[src/verilog/phs_pkg.sv]
package phs_pkg;
    // Register indices; byte address is four times the index
    localparam logic [9:0] IDX_IO_CTRL0    = 10'h000;
    localparam logic [9:0] IDX_IO_CTRL1    = 10'h001;
    localparam logic [9:0] IDX_IO_CTRL2    = 10'h002;
    localparam logic [9:0] IDX_IO_CTRL3    = 10'h003;
    localparam logic [9:0] IDX_PW_ONE_DUTY = 10'h004;
    localparam logic [9:0] IDX_PW_TWO_DUTY = 10'h005;
    localparam logic [9:0] IDX_INT_STATUS  = 10'h006;
    localparam logic [9:0] IDX_INT_ENABLE  = 10'h007;
    localparam logic [9:0] IDX_INT_CLEAR   = 10'h008;
    localparam logic [9:0] IDX_INT_VECTOR  = 10'h009;
    localparam logic [9:0] IDX_PORT_ONE    = 10'h00f;

    localparam logic [7:0]  RST_PORT_ONE   = 8'hff;
    localparam logic [7:0]  RST_IO_CTRL    = 8'h00;
    localparam logic [7:0]  RST_DUTY       = 8'h00;
    localparam logic [5:0]  RST_INT        = 6'h00;
    localparam logic [15:0] CAP_PIN_VECTOR = 16'h2008;

    // io_ctrl0 fields
    localparam int C0_CAP0_EN  = 0;
    localparam int C0_CAP1_EN  = 2;
    localparam int C0_T2_RST_A  = 3;
    localparam int C0_CAP2_EN  = 4;
    localparam int C0_T2_RST_B  = 5;
    localparam int C0_CAP3_EN  = 6;
    localparam int C0_T2_CLK_EN = 7;
    // io_ctrl1 fields
    localparam int C1_CMP4_EN  = 4;
    localparam int C1_CMP5_EN  = 6;
    // io_ctrl2 fields
    localparam int C2_PWM_FREQ = 2;
    // io_ctrl3 fields
    localparam int C3_T2_CLK_INT = 0;
    localparam int C3_PW_ONE_SEL = 2;
    localparam int C3_PW_TWO_SEL = 3;

    // Interrupt status layout
    localparam int IS_CAP_PIN  = 0;
    localparam int IS_CAP_EVT0 = 1;
    localparam int IS_T2_RST   = 5;

    // Port bit positions of the shared pins
    localparam int P1_PW_ONE_BIT = 3;
    localparam int P1_PW_TWO_BIT = 4;

    // Pulse-width period divider: 1 normal, 2 slow
    localparam logic [1:0] PWM_DIV_FAST = 2'h1;
    localparam logic [1:0] PWM_DIV_SLOW = 2'h2;
endpackage : phs_pkg

[src/verilog/phs_edge.sv]
`timescale 1ns/10ps
module phs_edge #(
    parameter int W = 4
) (
    input  wire logic         pclk,
    input  wire logic         presetn,
    input  wire logic [W-1:0] level,
    output logic [W-1:0]      rise
);
    logic [W-1:0] prev;

    // Reset value low: a pin already high at release counts as an edge
    always_ff @(posedge pclk or negedge presetn) begin
        if (!presetn) begin
            prev <= '0;
        end else begin
            prev <= level;
        end
    end

    assign rise = level & ~prev;
endmodule : phs_edge

[src/verilog/phs_port_one.sv]
// Design decision made here: the APB interface to the registers.
`timescale 1ns/10ps
module phs_port_one #(
    parameter int DW = 8
) (
    input  wire logic          pclk,
    input  wire logic          presetn,
    // APB slave
    input  wire logic [11:0]   paddr,
    input  wire logic          psel,
    input  wire logic          penable,
    input  wire logic          pwrite,
    input  wire logic [31:0]   pwdata,
    output logic [31:0]        prdata,
    output logic               pready,
    output logic               pslverr,
    // Port-one pins
    input  wire logic [DW-1:0] p1_in,
    output logic [DW-1:0]      p1_out,
    output logic [DW-1:0]      p1_oe_n,
    output logic [DW-1:0]      p1_weak_pullup,
    // Capture and timer-two pins
    input  wire logic          cap_in0,
    input  wire logic          cap_in1,
    input  wire logic          cap_pin2_in,
    input  wire logic          cap_pin3_in,
    // Compare unit values and pins
    input  wire logic [5:0]    cmp_val,
    output logic               cmp_pin0,
    output logic               cmp_pin1,
    output logic               cmp_pin4_out,
    output logic               cmp_pin4_oe_n,
    output logic               cmp_pin5_out,
    output logic               cmp_pin5_oe_n,
    // Toward the capture unit, timer two and the interrupt request
    output logic [3:0]         cap_event,
    output logic               t2_reset,
    output logic               t2_ext_tick,
    output logic               t2_ext_clk_sel,
    output logic               irq
);
    ////////////////////////////////////////////////////////////////////////////////
    // Registers
    logic [DW-1:0] port_one_pin_data;
    logic [7:0]    io_ctrl0;
    logic [7:0]    io_ctrl1;
    logic [7:0]    io_ctrl2;
    logic [7:0]    io_ctrl3;
    logic [7:0]    pw_one_duty;
    logic [7:0]    pw_two_duty;
    logic [5:0]    int_status;
    logic [5:0]    int_enable;

    logic          acc;
    logic          wr_done;
    logic          wr_ok;
    logic [9:0]    idx;
    logic          mapped;
    logic [31:0]   next_prdata;

    assign acc     = psel && penable;
    assign wr_done = acc && pready && pwrite;
    assign wr_ok   = wr_done && mapped;
    assign idx     = paddr[11:2];

    function automatic logic is_mapped(input logic [9:0] i);
        unique case (i)
            phs_pkg::IDX_IO_CTRL0, phs_pkg::IDX_IO_CTRL1,
            phs_pkg::IDX_IO_CTRL2, phs_pkg::IDX_IO_CTRL3,
            phs_pkg::IDX_PW_ONE_DUTY, phs_pkg::IDX_PW_TWO_DUTY,
            phs_pkg::IDX_INT_STATUS, phs_pkg::IDX_INT_ENABLE,
            phs_pkg::IDX_INT_CLEAR, phs_pkg::IDX_INT_VECTOR,
            phs_pkg::IDX_PORT_ONE: is_mapped = 1'b1;
            default:               is_mapped = 1'b0;
        endcase
    endfunction : is_mapped

    function automatic logic wr_hit(input logic go, input logic [9:0] at, input logic [9:0] want);
        wr_hit = go && (at == want);
    endfunction : wr_hit

    assign mapped = is_mapped(idx) && (paddr[1:0] == 2'b00);

    ////////////////////////////////////////////////////////////////////////////////
    // APB answer: one wait state so read data comes from a flop
    always_comb begin
        next_prdata = 32'h0000_0000;
        unique case (idx)
            phs_pkg::IDX_IO_CTRL0:   next_prdata[7:0]  = io_ctrl0;
            phs_pkg::IDX_IO_CTRL1:   next_prdata[7:0]  = io_ctrl1;
            phs_pkg::IDX_IO_CTRL2:   next_prdata[7:0]  = io_ctrl2;
            phs_pkg::IDX_IO_CTRL3:   next_prdata[7:0]  = io_ctrl3;
            phs_pkg::IDX_PW_ONE_DUTY: next_prdata[7:0] = pw_one_duty;
            phs_pkg::IDX_PW_TWO_DUTY: next_prdata[7:0] = pw_two_duty;
            phs_pkg::IDX_INT_STATUS: next_prdata[5:0]  = int_status;
            phs_pkg::IDX_INT_ENABLE: next_prdata[5:0]  = int_enable;
            phs_pkg::IDX_INT_VECTOR: next_prdata[15:0] = phs_pkg::CAP_PIN_VECTOR;
            phs_pkg::IDX_PORT_ONE:   next_prdata[DW-1:0] = p1_in;
            default:                 next_prdata = 32'h0000_0000;
        endcase
        if (!mapped) begin
            next_prdata = 32'h0000_0000;
        end
    end

    always_ff @(posedge pclk or negedge presetn) begin
        if (!presetn) begin
            pready  <= 1'b0;
            pslverr <= 1'b0;
            prdata  <= 32'h0000_0000;
        end else begin
            pready  <= acc && !pready;
            pslverr <= acc && !pready && !mapped;
            if (acc && !pready && !pwrite) begin
                prdata <= next_prdata;
            end
        end
    end

    ////////////////////////////////////////////////////////////////////////////////
    // Writable registers
    // port data store
    always_ff @(posedge pclk or negedge presetn) begin
        if (!presetn) begin
            port_one_pin_data <= phs_pkg::RST_PORT_ONE;
        end else if (wr_hit(wr_ok, idx, phs_pkg::IDX_PORT_ONE)) begin
            port_one_pin_data <= pwdata[DW-1:0];
        end
    end

    // One process per register; read-only and write-only indices store nothing
    always_ff @(posedge pclk or negedge presetn) begin
        if (!presetn) begin
            io_ctrl0 <= phs_pkg::RST_IO_CTRL;
        end else if (wr_hit(wr_ok, idx, phs_pkg::IDX_IO_CTRL0)) begin
            io_ctrl0 <= pwdata[7:0];
        end
    end

    always_ff @(posedge pclk or negedge presetn) begin
        if (!presetn) begin
            io_ctrl1 <= phs_pkg::RST_IO_CTRL;
        end else if (wr_hit(wr_ok, idx, phs_pkg::IDX_IO_CTRL1)) begin
            io_ctrl1 <= pwdata[7:0];
        end
    end

    always_ff @(posedge pclk or negedge presetn) begin
        if (!presetn) begin
            io_ctrl2 <= phs_pkg::RST_IO_CTRL;
        end else if (wr_hit(wr_ok, idx, phs_pkg::IDX_IO_CTRL2)) begin
            io_ctrl2 <= pwdata[7:0];
        end
    end

    always_ff @(posedge pclk or negedge presetn) begin
        if (!presetn) begin
            io_ctrl3 <= phs_pkg::RST_IO_CTRL;
        end else if (wr_hit(wr_ok, idx, phs_pkg::IDX_IO_CTRL3)) begin
            io_ctrl3 <= pwdata[7:0];
        end
    end

    always_ff @(posedge pclk or negedge presetn) begin
        if (!presetn) begin
            pw_one_duty <= phs_pkg::RST_DUTY;
        end else if (wr_hit(wr_ok, idx, phs_pkg::IDX_PW_ONE_DUTY)) begin
            pw_one_duty <= pwdata[7:0];
        end
    end

    always_ff @(posedge pclk or negedge presetn) begin
        if (!presetn) begin
            pw_two_duty <= phs_pkg::RST_DUTY;
        end else if (wr_hit(wr_ok, idx, phs_pkg::IDX_PW_TWO_DUTY)) begin
            pw_two_duty <= pwdata[7:0];
        end
    end

    always_ff @(posedge pclk or negedge presetn) begin
        if (!presetn) begin
            int_enable <= phs_pkg::RST_INT;
        end else if (wr_hit(wr_ok, idx, phs_pkg::IDX_INT_ENABLE)) begin
            int_enable <= pwdata[5:0];
        end
    end

    ////////////////////////////////////////////////////////////////////////////////
    // Pulse-width outputs
    logic [1:0] div_cnt;
    logic [1:0] div_top;
    logic       pwm_tick;
    logic       pw_one_wave;
    logic       pw_two_wave;

    assign div_top = io_ctrl2[phs_pkg::C2_PWM_FREQ] ? phs_pkg::PWM_DIV_SLOW : phs_pkg::PWM_DIV_FAST;

    always_ff @(posedge pclk or negedge presetn) begin
        if (!presetn) begin
            div_cnt  <= 2'h0;
            pwm_tick <= 1'b0;
        end else if (div_cnt + 2'h1 >= div_top) begin
            div_cnt  <= 2'h0;
            pwm_tick <= 1'b1;
        end else begin
            div_cnt  <= div_cnt + 2'h1;
            pwm_tick <= 1'b0;
        end
    end

    phs_pwm #(.W(8)) u_pw_one (
        .pclk    (pclk),
        .presetn (presetn),
        .tick    (pwm_tick),
        .duty    (pw_one_duty),
        .pwm_out (pw_one_wave)
    );

    phs_pwm #(.W(8)) u_pw_two (
        .pclk    (pclk),
        .presetn (presetn),
        .tick    (pwm_tick),
        .duty    (pw_two_duty),
        .pwm_out (pw_two_wave)
    );

    ////////////////////////////////////////////////////////////////////////////////
    // Port-one pin drivers
    always_ff @(posedge pclk or negedge presetn) begin
        if (!presetn) begin
            p1_out         <= '0;
            p1_oe_n        <= '1;
            p1_weak_pullup <= '1;
        end else begin
            for (int b = 0; b < DW; b++) begin
                p1_out[b]         <= 1'b0;
                p1_oe_n[b]        <= port_one_pin_data[b];
                p1_weak_pullup[b] <= port_one_pin_data[b];
            end
            if (io_ctrl3[phs_pkg::C3_PW_ONE_SEL]) begin
                p1_out[phs_pkg::P1_PW_ONE_BIT]         <= pw_one_wave;
                p1_oe_n[phs_pkg::P1_PW_ONE_BIT]        <= 1'b0;
                p1_weak_pullup[phs_pkg::P1_PW_ONE_BIT] <= 1'b0;
            end
            if (io_ctrl3[phs_pkg::C3_PW_TWO_SEL]) begin
                p1_out[phs_pkg::P1_PW_TWO_BIT]         <= pw_two_wave;
                p1_oe_n[phs_pkg::P1_PW_TWO_BIT]        <= 1'b0;
                p1_weak_pullup[phs_pkg::P1_PW_TWO_BIT] <= 1'b0;
            end
        end
    end

    ////////////////////////////////////////////////////////////////////////////////
    // Compare pins
    always_ff @(posedge pclk or negedge presetn) begin
        if (!presetn) begin
            cmp_pin0      <= 1'b0;
            cmp_pin1      <= 1'b0;
            cmp_pin4_out  <= 1'b0;
            cmp_pin4_oe_n <= 1'b1;
            cmp_pin5_out  <= 1'b0;
            cmp_pin5_oe_n <= 1'b1;
        end else begin
            cmp_pin0      <= cmp_val[0];
            cmp_pin1      <= cmp_val[1];
            cmp_pin4_out  <= cmp_val[4];
            cmp_pin4_oe_n <= !io_ctrl1[phs_pkg::C1_CMP4_EN];
            cmp_pin5_out  <= cmp_val[5];
            cmp_pin5_oe_n <= !io_ctrl1[phs_pkg::C1_CMP5_EN];
        end
    end

    ////////////////////////////////////////////////////////////////////////////////
    // Capture inputs, timer two and interrupts
    logic [4:0] rise;
    logic [3:0] cap_en;
    logic       t2_rst_en;
    logic       t2_clk_en;
    logic [5:0] int_set;
    logic [5:0] int_clr;

    // shared pins sample the wire, so driven compare events are seen
    phs_edge #(.W(5)) u_edge (
        .pclk    (pclk),
        .presetn (presetn),
        .level   ({cap_in1, cap_pin3_in, cap_pin2_in, cap_in1, cap_in0}),
        .rise    (rise)
    );

    assign cap_en = {io_ctrl0[phs_pkg::C0_CAP3_EN], io_ctrl0[phs_pkg::C0_CAP2_EN],
                     io_ctrl0[phs_pkg::C0_CAP1_EN], io_ctrl0[phs_pkg::C0_CAP0_EN]};
    assign t2_rst_en = io_ctrl0[phs_pkg::C0_T2_RST_A] && io_ctrl0[phs_pkg::C0_T2_RST_B];
    assign t2_clk_en = io_ctrl0[phs_pkg::C0_T2_CLK_EN] && !io_ctrl3[phs_pkg::C3_T2_CLK_INT];

    always_ff @(posedge pclk or negedge presetn) begin
        if (!presetn) begin
            cap_event      <= 4'h0;
            t2_reset       <= 1'b0;
            t2_ext_tick    <= 1'b0;
            t2_ext_clk_sel <= 1'b0;
        end else begin
            cap_event      <= rise[3:0] & cap_en;
            t2_reset       <= rise[0] && t2_rst_en;
            t2_ext_tick    <= rise[4] && t2_clk_en;
            t2_ext_clk_sel <= t2_clk_en;
        end
    end

    // cap_in0 edge always sets status bit 0; enable gates the output
    assign int_set = {rise[0] && t2_rst_en, rise[3:0] & cap_en, rise[0]};
    assign int_clr = wr_hit(wr_ok, idx, phs_pkg::IDX_INT_CLEAR) ? pwdata[5:0] : 6'h00;

    // Set wins over clear in the same cycle
    always_ff @(posedge pclk or negedge presetn) begin
        if (!presetn) begin
            int_status <= phs_pkg::RST_INT;
        end else begin
            int_status <= (int_status & ~int_clr) | int_set;
        end
    end

    always_ff @(posedge pclk or negedge presetn) begin
        if (!presetn) begin
            irq <= 1'b0;
        end else begin
            irq <= |(((int_status & ~int_clr) | int_set) & int_enable);
        end
    end
endmodule : phs_port_one

[src/verilog/phs_pwm.sv]
`timescale 1ns/10ps
module phs_pwm #(
    parameter int W = 8
) (
    input  wire logic         pclk,
    input  wire logic         presetn,
    input  wire logic         tick,
    input  wire logic [W-1:0] duty,
    output logic              pwm_out
);
    logic [W-1:0] cnt;

    always_ff @(posedge pclk or negedge presetn) begin
        if (!presetn) begin
            cnt     <= '0;
            pwm_out <= 1'b0;
        end else if (tick) begin
            cnt     <= cnt + 1'b1;
            // Duty of zero keeps the output low all period
            pwm_out <= (cnt < duty);
        end
    end
endmodule : phs_pwm
[config.mk]
export PLATFORM = sky130hd
export DESIGN_NAME = phs_port_one
export DESIGN_NICKNAME = d
export VERILOG_FILES = /design/src/verilog/phs_pkg.sv /design/src/verilog/phs_edge.sv /design/src/verilog/phs_port_one.sv /design/src/verilog/phs_pwm.sv
export SDC_FILE = /design/constraint.sdc
export NUM_CORES = 1
export LEC_CHECK = 0
export BUFFER_PORTS_ARGS = -buffer_cell sky130_fd_sc_hd__buf_2
export CAP_MARGIN = 20
export CORE_MARGIN = 5
export CORE_UTILIZATION = 51
export CTS_BUF_LIST = sky130_fd_sc_hd__clkbuf_4
export DETAILED_ROUTE_END_ITERATION = 10
export PLACE_DENSITY = 0.79
export SKIP_LAST_GASP = 1
export SLEW_MARGIN = 20
export SYNTH_ARGS = -nofsm -noshare
export SYNTH_HDL_FRONTEND = slang
export SYNTH_SLANG_ARGS = --single-unit
[constraint.sdc]
create_clock -name pclk -period 1.6 [get_ports pclk]
set_input_delay 0.08 -clock pclk [delete_from_list [all_inputs] [get_ports pclk]]
set_output_delay 0.08 -clock pclk [all_outputs]
set_load 0.05 [all_outputs]
# Word-level counts from Yosys, hierarchy flattened
# Memories as Yosys holds them, arrays and structs flattened.
# Index checks and enable logic that the tools add are counted.
[totals]
reg_bits = 152
romBits = 16
inputBits = 67
output_inout_bits = 72
word_cells = 100
n_memories = 1
[op_classes]
add_sub_neg = 3
magnitude_cmp = 3
eq_ne = 10
mux = 13
bitwise = 7
reduce_logical = 31
[memory_table]
columns = ["memory", "words", "word_bits", "read_ports", "rd_clocked_by_memory_dff", "wr", "line_no", "text"]
rows = [
  ["(name not given)", 16, 1, 1, 0, 0, "phs_port_one.sv:67", "unique case (i)"],
]
[op_table]
columns = ["op", "count"]
rows = [
  ["$pmux 6 s10", 1],
  ["$eq 10x3->1 const B", 4],
  ["$eq 10x4->1 const B", 3],
  ["$logic_and 1x1->1", 21],
  ["$eq 10x2->1 const B", 2],
  ["$add 8x1->8 const B", 2],
  ["$lt 8x8->1", 2],
  ["$mux 14", 1],
  ["$pmux 2 s7", 1],
  ["$and 6x6->6", 2],
  ["$mux 6", 2],
  ["$eq 10x1->1 const B", 1],
  ["$logic_not 10->1", 1],
  ["$logic_not 1->1", 6],
  ["$logic_not 6->1", 1],
  ["$mux 1", 6],
  ["$not 6->6", 1],
  ["$or 6x6->6", 1],
  ["$reduce_or 6->1", 1],
  ["$and 5x5->5", 1],
  ["$not 5->5", 1],
  ["$and 4x4->4", 1],
  ["$mux 2", 2],
  ["$add 2x1->2 const B", 1],
  ["other kinds (2)", 2],
]

# Longest topological paths before layout
[logic_depth]
depth_word = 11
ltp_mapped = 9
ltp_nobuf = 7

# Cells and area by module
# Synthesis repeated with hierarchy kept, for this count alone.
[unflattened]
cells_unflattened = 523
area_unflattened_um2 = 6256.0
[by_module_without_submodules]
columns = ["mod", "instances", "cells_per_inst", "area_each_um2", "seq_area_each_um2"]
rows = [
  ["phs_port_one", 1, 405, 4942.2, 2675.1],
  ["phs_pwm (u_pw_one)", 1, 55, 561.8, 225.2],
  ["phs_pwm (u_pw_two)", 1, 53, 558.0, 225.2],
  ["phs_edge", 1, 10, 193.9, 125.1],
]

# Worst setup path after synthesis
# OpenSTA, ideal clock, no wires.
[synth_timing]
kind = "flip-flop to flip-flop"
startpoint = "register pready"
endpoint = "register io_ctrl1[0]"
setup_ns = 0.125
t_arrival_ns = 1.794
required_time_ns = 1.475
slack_ns = -0.319
stages_incl_launch_ff = 7
path_buffers = 0
synth_period_minus_slack_ns = 1.919
cell_sequence = "dfrtp_1 > nand2_1 > nor2_1 > and2_4 > nand2_2 > nor2_2 > mux2_2"
[synth_between]
elab_chain_cells = 4
[synth_lines]
columns = ["element", "line_no", "text"]
rows = [
  ["start: declaration", "phs_port_one.sv:15", "output logic pready,"],
  ["start signal: assignment", "phs_port_one.sv:112", "pready <= acc && !pready;"],
  ["$logic_and 1x1->1 (2 in a row)", "phs_port_one.sv:62", "assign wr_done = acc && pready && pwrite;"],
  ["$logic_and 1x1->1", "phs_port_one.sv:63", "assign wr_ok = wr_done && mapped;"],
  ["$logic_and 1x1->1", "phs_port_one.sv:79", "wr_hit = go && (at == want);"],
  ["end signal: assignment", "phs_port_one.sv:142", "io_ctrl1 <= phs_pkg::RST_IO_CTRL;"],
  ["end signal: assignment", "phs_port_one.sv:144", "io_ctrl1 <= pwdata[7:0];"],
  ["end: declaration", "phs_port_one.sv:46", "logic [7:0] io_ctrl1;"],
]
# Every way passes these cells.
# A chain may end at the register's enable or synchronous reset.

# Worst setup path in the final report
[layout_timing]
startpoint = "register pw_one_duty[0]"
endpoint = "register prdata[0]"
[layout_between]
elab_chain_cells = 2
[layout_lines]
columns = ["element", "line_no", "text"]
rows = [
  ["start: declaration", "phs_port_one.sv:49", "logic [7:0] pw_one_duty;"],
  ["start signal: assignment", "phs_port_one.sv:166", "pw_one_duty <= phs_pkg::RST_DUTY;"],
  ["start signal: assignment", "phs_port_one.sv:168", "pw_one_duty <= pwdata[7:0];"],
  ["$pmux 6 s10", "phs_port_one.sv:88", "unique case (idx)"],
  ["$mux 14", "phs_port_one.sv:101", "if (!mapped) begin"],
  ["end signal: assignment", "phs_port_one.sv:115", "prdata <= next_prdata;"],
  ["end: declaration", "phs_port_one.sv:14", "output logic [31:0] prdata,"],
]
# Every way passes these cells.

==> out/metrics.csv <==
metric,value,unit
Starting DRT DRC Count,349,
crit path max fanout,3,
Tightest Hold Check Type,primary input to flip-flop,
core region area,12000,um^2
pin count of the biggest net entering global routing,74,
Initial Util,0.516,
commonest register cell after synthesis,dfrtp_1,
Worst EP arrival,2010,ps
drt drc,0,
chip height,120,um
Reg-to-Reg Start,pw_one_duty[0],
fillcell total,914,
FF-to-FF setup slack,10,ps
run status,completed,
Post-synth ARST share,1.00,
power share of the clock group,0.272,
min Tclk post-route,1590,ps
crit start category,flip-flop,
Pleak,3.65,nW
WL final,15100,um
root buffer cell,clkbuf_4,
ANT cells,0,
Nets,738,
YS warnings,0,
CP endpoint kind,flip-flop,
Sw Ratio,0.316,
top post-synthesis cells by area,"dfrtp_1, mux2_2, dfstp_2",
1st-pass router iterations,5,
footprint of the multi-input gates,2650,um^2
DP Worst Slack,-235,ps
DR vias/cell,5.48,
Critical R2R Capture,prdata[0],
WS Path Type,flip-flop to flip-flop,
sequential area share after synthesis,0.523,
Routed WL per cell,18.6,um
Final WS setup,11.7,ps
Peak Freq,0.630,GHz
final setup TNS,0,ps
most frequent cells in the layout,"dfrtp_1, buf_2, mux2_2",
gr ovfl total,0,
fraction of layout cells with a size suffix above 1,0.387,
Rows,40,
io pins,139,
Least-Margin Pin Slew,624,ps
Post-DRT Antenna Nets,0,
initial antenna violation count,0,
fin crit share,0.993,
"EDFF count, synth",0,
CP endpoint,prdata[0],
critical path required time,2020,ps
Reg area,3230,um^2
post-DP HPWL,10600,um
"most common cell after layout, fill and taps aside",dfrtp_1,
Psw,0.00224,W
synth unique cells,54,
synthesis-to-layout area growth,19.8,%
CTS HTree Levels,4,
clock latency on the worst-skew pair,550,ps
share of power burned in registers,0.535,
I/O Buffers,83,
VDD IR-drop max,0.453,mV
Synth Register Bits,128,
Pins Over Slew Limit,0,
# setup viols final,0,
vias in the first global route,4571,
Final Hold Viols,0,
die area,14400,um^2
GP Congestion,0.956,
area share of the leading cell type in the synthesized netlist,0.446,
Worst Skew,16.2,ps
clk slew on worst S/H paths,120,ps
Avg Inst Size Synth,11.9,um^2
Vias,4456,
Num CTS Buffers,17,
Max-slew headroom,0.573,
worst r2r path cells,6,
Max Root-Sink Buffers,2,
Total Routing Usage GR,0.214,
mapped cell area,6170,um^2
Logic pwr share,0.193,
Synth area leader,dfrtp_1,
CTS tree,done,
Post-Synthesis Cells,517,
cell internal pwr,0.00485,W
critical path launch point,pw_one_duty[0],
first-pass GRT wire length,23500,um
chip width,120,um
RSZ-0062 raised after global routing,true,
clock sink total,128,
pwr/cell area,959,nW/um^2
Max Cap Viol,0,
[cell usage after synthesis (3+ instances only)]
library cell    n
buf_6           4
buf_4          37
dfstp_2        18
dfrtp_1       110
o21ai_0        26
and2_1          6
mux2_4         15
mux2_2         55
buf_2           3
nand2b_1        4
a22oi_1        21
xor2_1          7
a21o_1         14
nor2b_1        11
a22o_1          3
o221ai_1        4
nor2_2          4
ha_1           18
mux2i_1         4
a21oi_1         8
buf_1           4
nor2_1         22
and3_1          4
nand4_1         6
clkbuf_1        9
inv_1          17
nand3_1         7
nand2_1        37
xnor2_1         8
[worst min-delay path by stage]
stage | from | to | slack (ps) | cells past startpoint
after floorplan | presetn | cap_event[0] | -220 | 0
after global placement | presetn | cmp_pin0 | 110 | 2
after detailed placement | presetn | cmp_pin5_out | 110 | 2
after CTS | paddr[2] | int_status[1] | -2 | 5
after global routing | paddr[2] | int_status[1] | 40 | 5
final | paddr[2] | int_status[4] | 40 | 5
[flip-flops by register name (all words and copies together), names as in the netlist, 2 cells and up]
signal	cells
u_pw_two.cnt	8
io_ctrl1	8
io_ctrl0	8
u_pw_one.cnt	8
int_enable	6
div_cnt	2
pw_one_duty	8
p1_weak_pullup	8
io_ctrl3	8
prdata	9
int_status	6
io_ctrl2	8
port_one_pin_data	8
pw_two_duty	8
cap_event	4
p1_out	2
u_edge.prev	4
[per-stage QoR]
stage	std cells	utilization	area (um^2)	hold slack, ps	total power, W
4_1_cts	813	0.615	7360	-2.04	0.00714
3_5_place_dp	754	0.573	6850	111	0.00516
6_report	813	0.618	7390	38.7	0.00709
5_1_grt	813	0.618	7390	42.0	0.00750
3_3_place_gp	754	0.573	6850	108	0.00507
2_1_floorplan	545	-	6320	-216	0.00479
[what timing repair did]
action	4_1_cts	5_1_grt
buffers inserted	0	0
endpoints found under the hold margin	201	0
gates resized for setup	1	7
setup endpoints to repair	1	33
pin swaps	0	0
hold buffers	27	0
[cell type report]
class | instances | area share
sequential | 128 | 0.437
inverter | 18 | 0.00914
clock inverter | 14 | 0.0135
timing repair buffer | 146 | 0.139
multi-input combinational | 342 | 0.358
tap | 147 | 0.0249
clock buffer | 18 | 0.0183
[logic make-up (layout without fill, tap and decap cells)]
logic type               Yosys count  in the layout  share of synthesized area
AO/OA/AOI/OAI                     85             85                     0.0935
XOR/XNOR                          15             15                     0.0213
adder cells (fa/ha/maj)           18             18                     0.0365
buffers and inverters             75            196                     0.0736
flip-flops                       128            128                      0.523
multiplexers                      75             75                      0.147
other                              1             29                   0.000608
AND/OR/NAND/NOR                  120            120                      0.105
[layer usage]
metal | wire length [um] | global-route usage | share of wire
met1 | 6270 | 0.278 | 0.41
met2 | 7510 | 0.346 | 0.50
met3 | 1030 | 0.0504 | 0.068
met4 | 298 | 0.0866 | 0.020
met5 | 0 | 0 | 0
[critical path, stage by stage, from the launching register on]
cell and delay [ps]:
dfrtp_1 450, mux2_2 290, a22oi_1 170, o221ai_1 140, buf_4 160, a22oi_1 140
o21ai_0 110
[power groups by stage]
stage          logic (W)  clock network [W]  registers (W)
4_1_cts          0.00137            0.00198        0.00379
2_1_floorplan    0.00103                  0        0.00376
6_report         0.00137            0.00193        0.00379
5_1_grt          0.00154            0.00212        0.00384
3_5_place_dp     0.00130                  0        0.00385
3_3_place_gp     0.00123                  0        0.00384
Note: power is estimated with default switching activity, not from simulation.
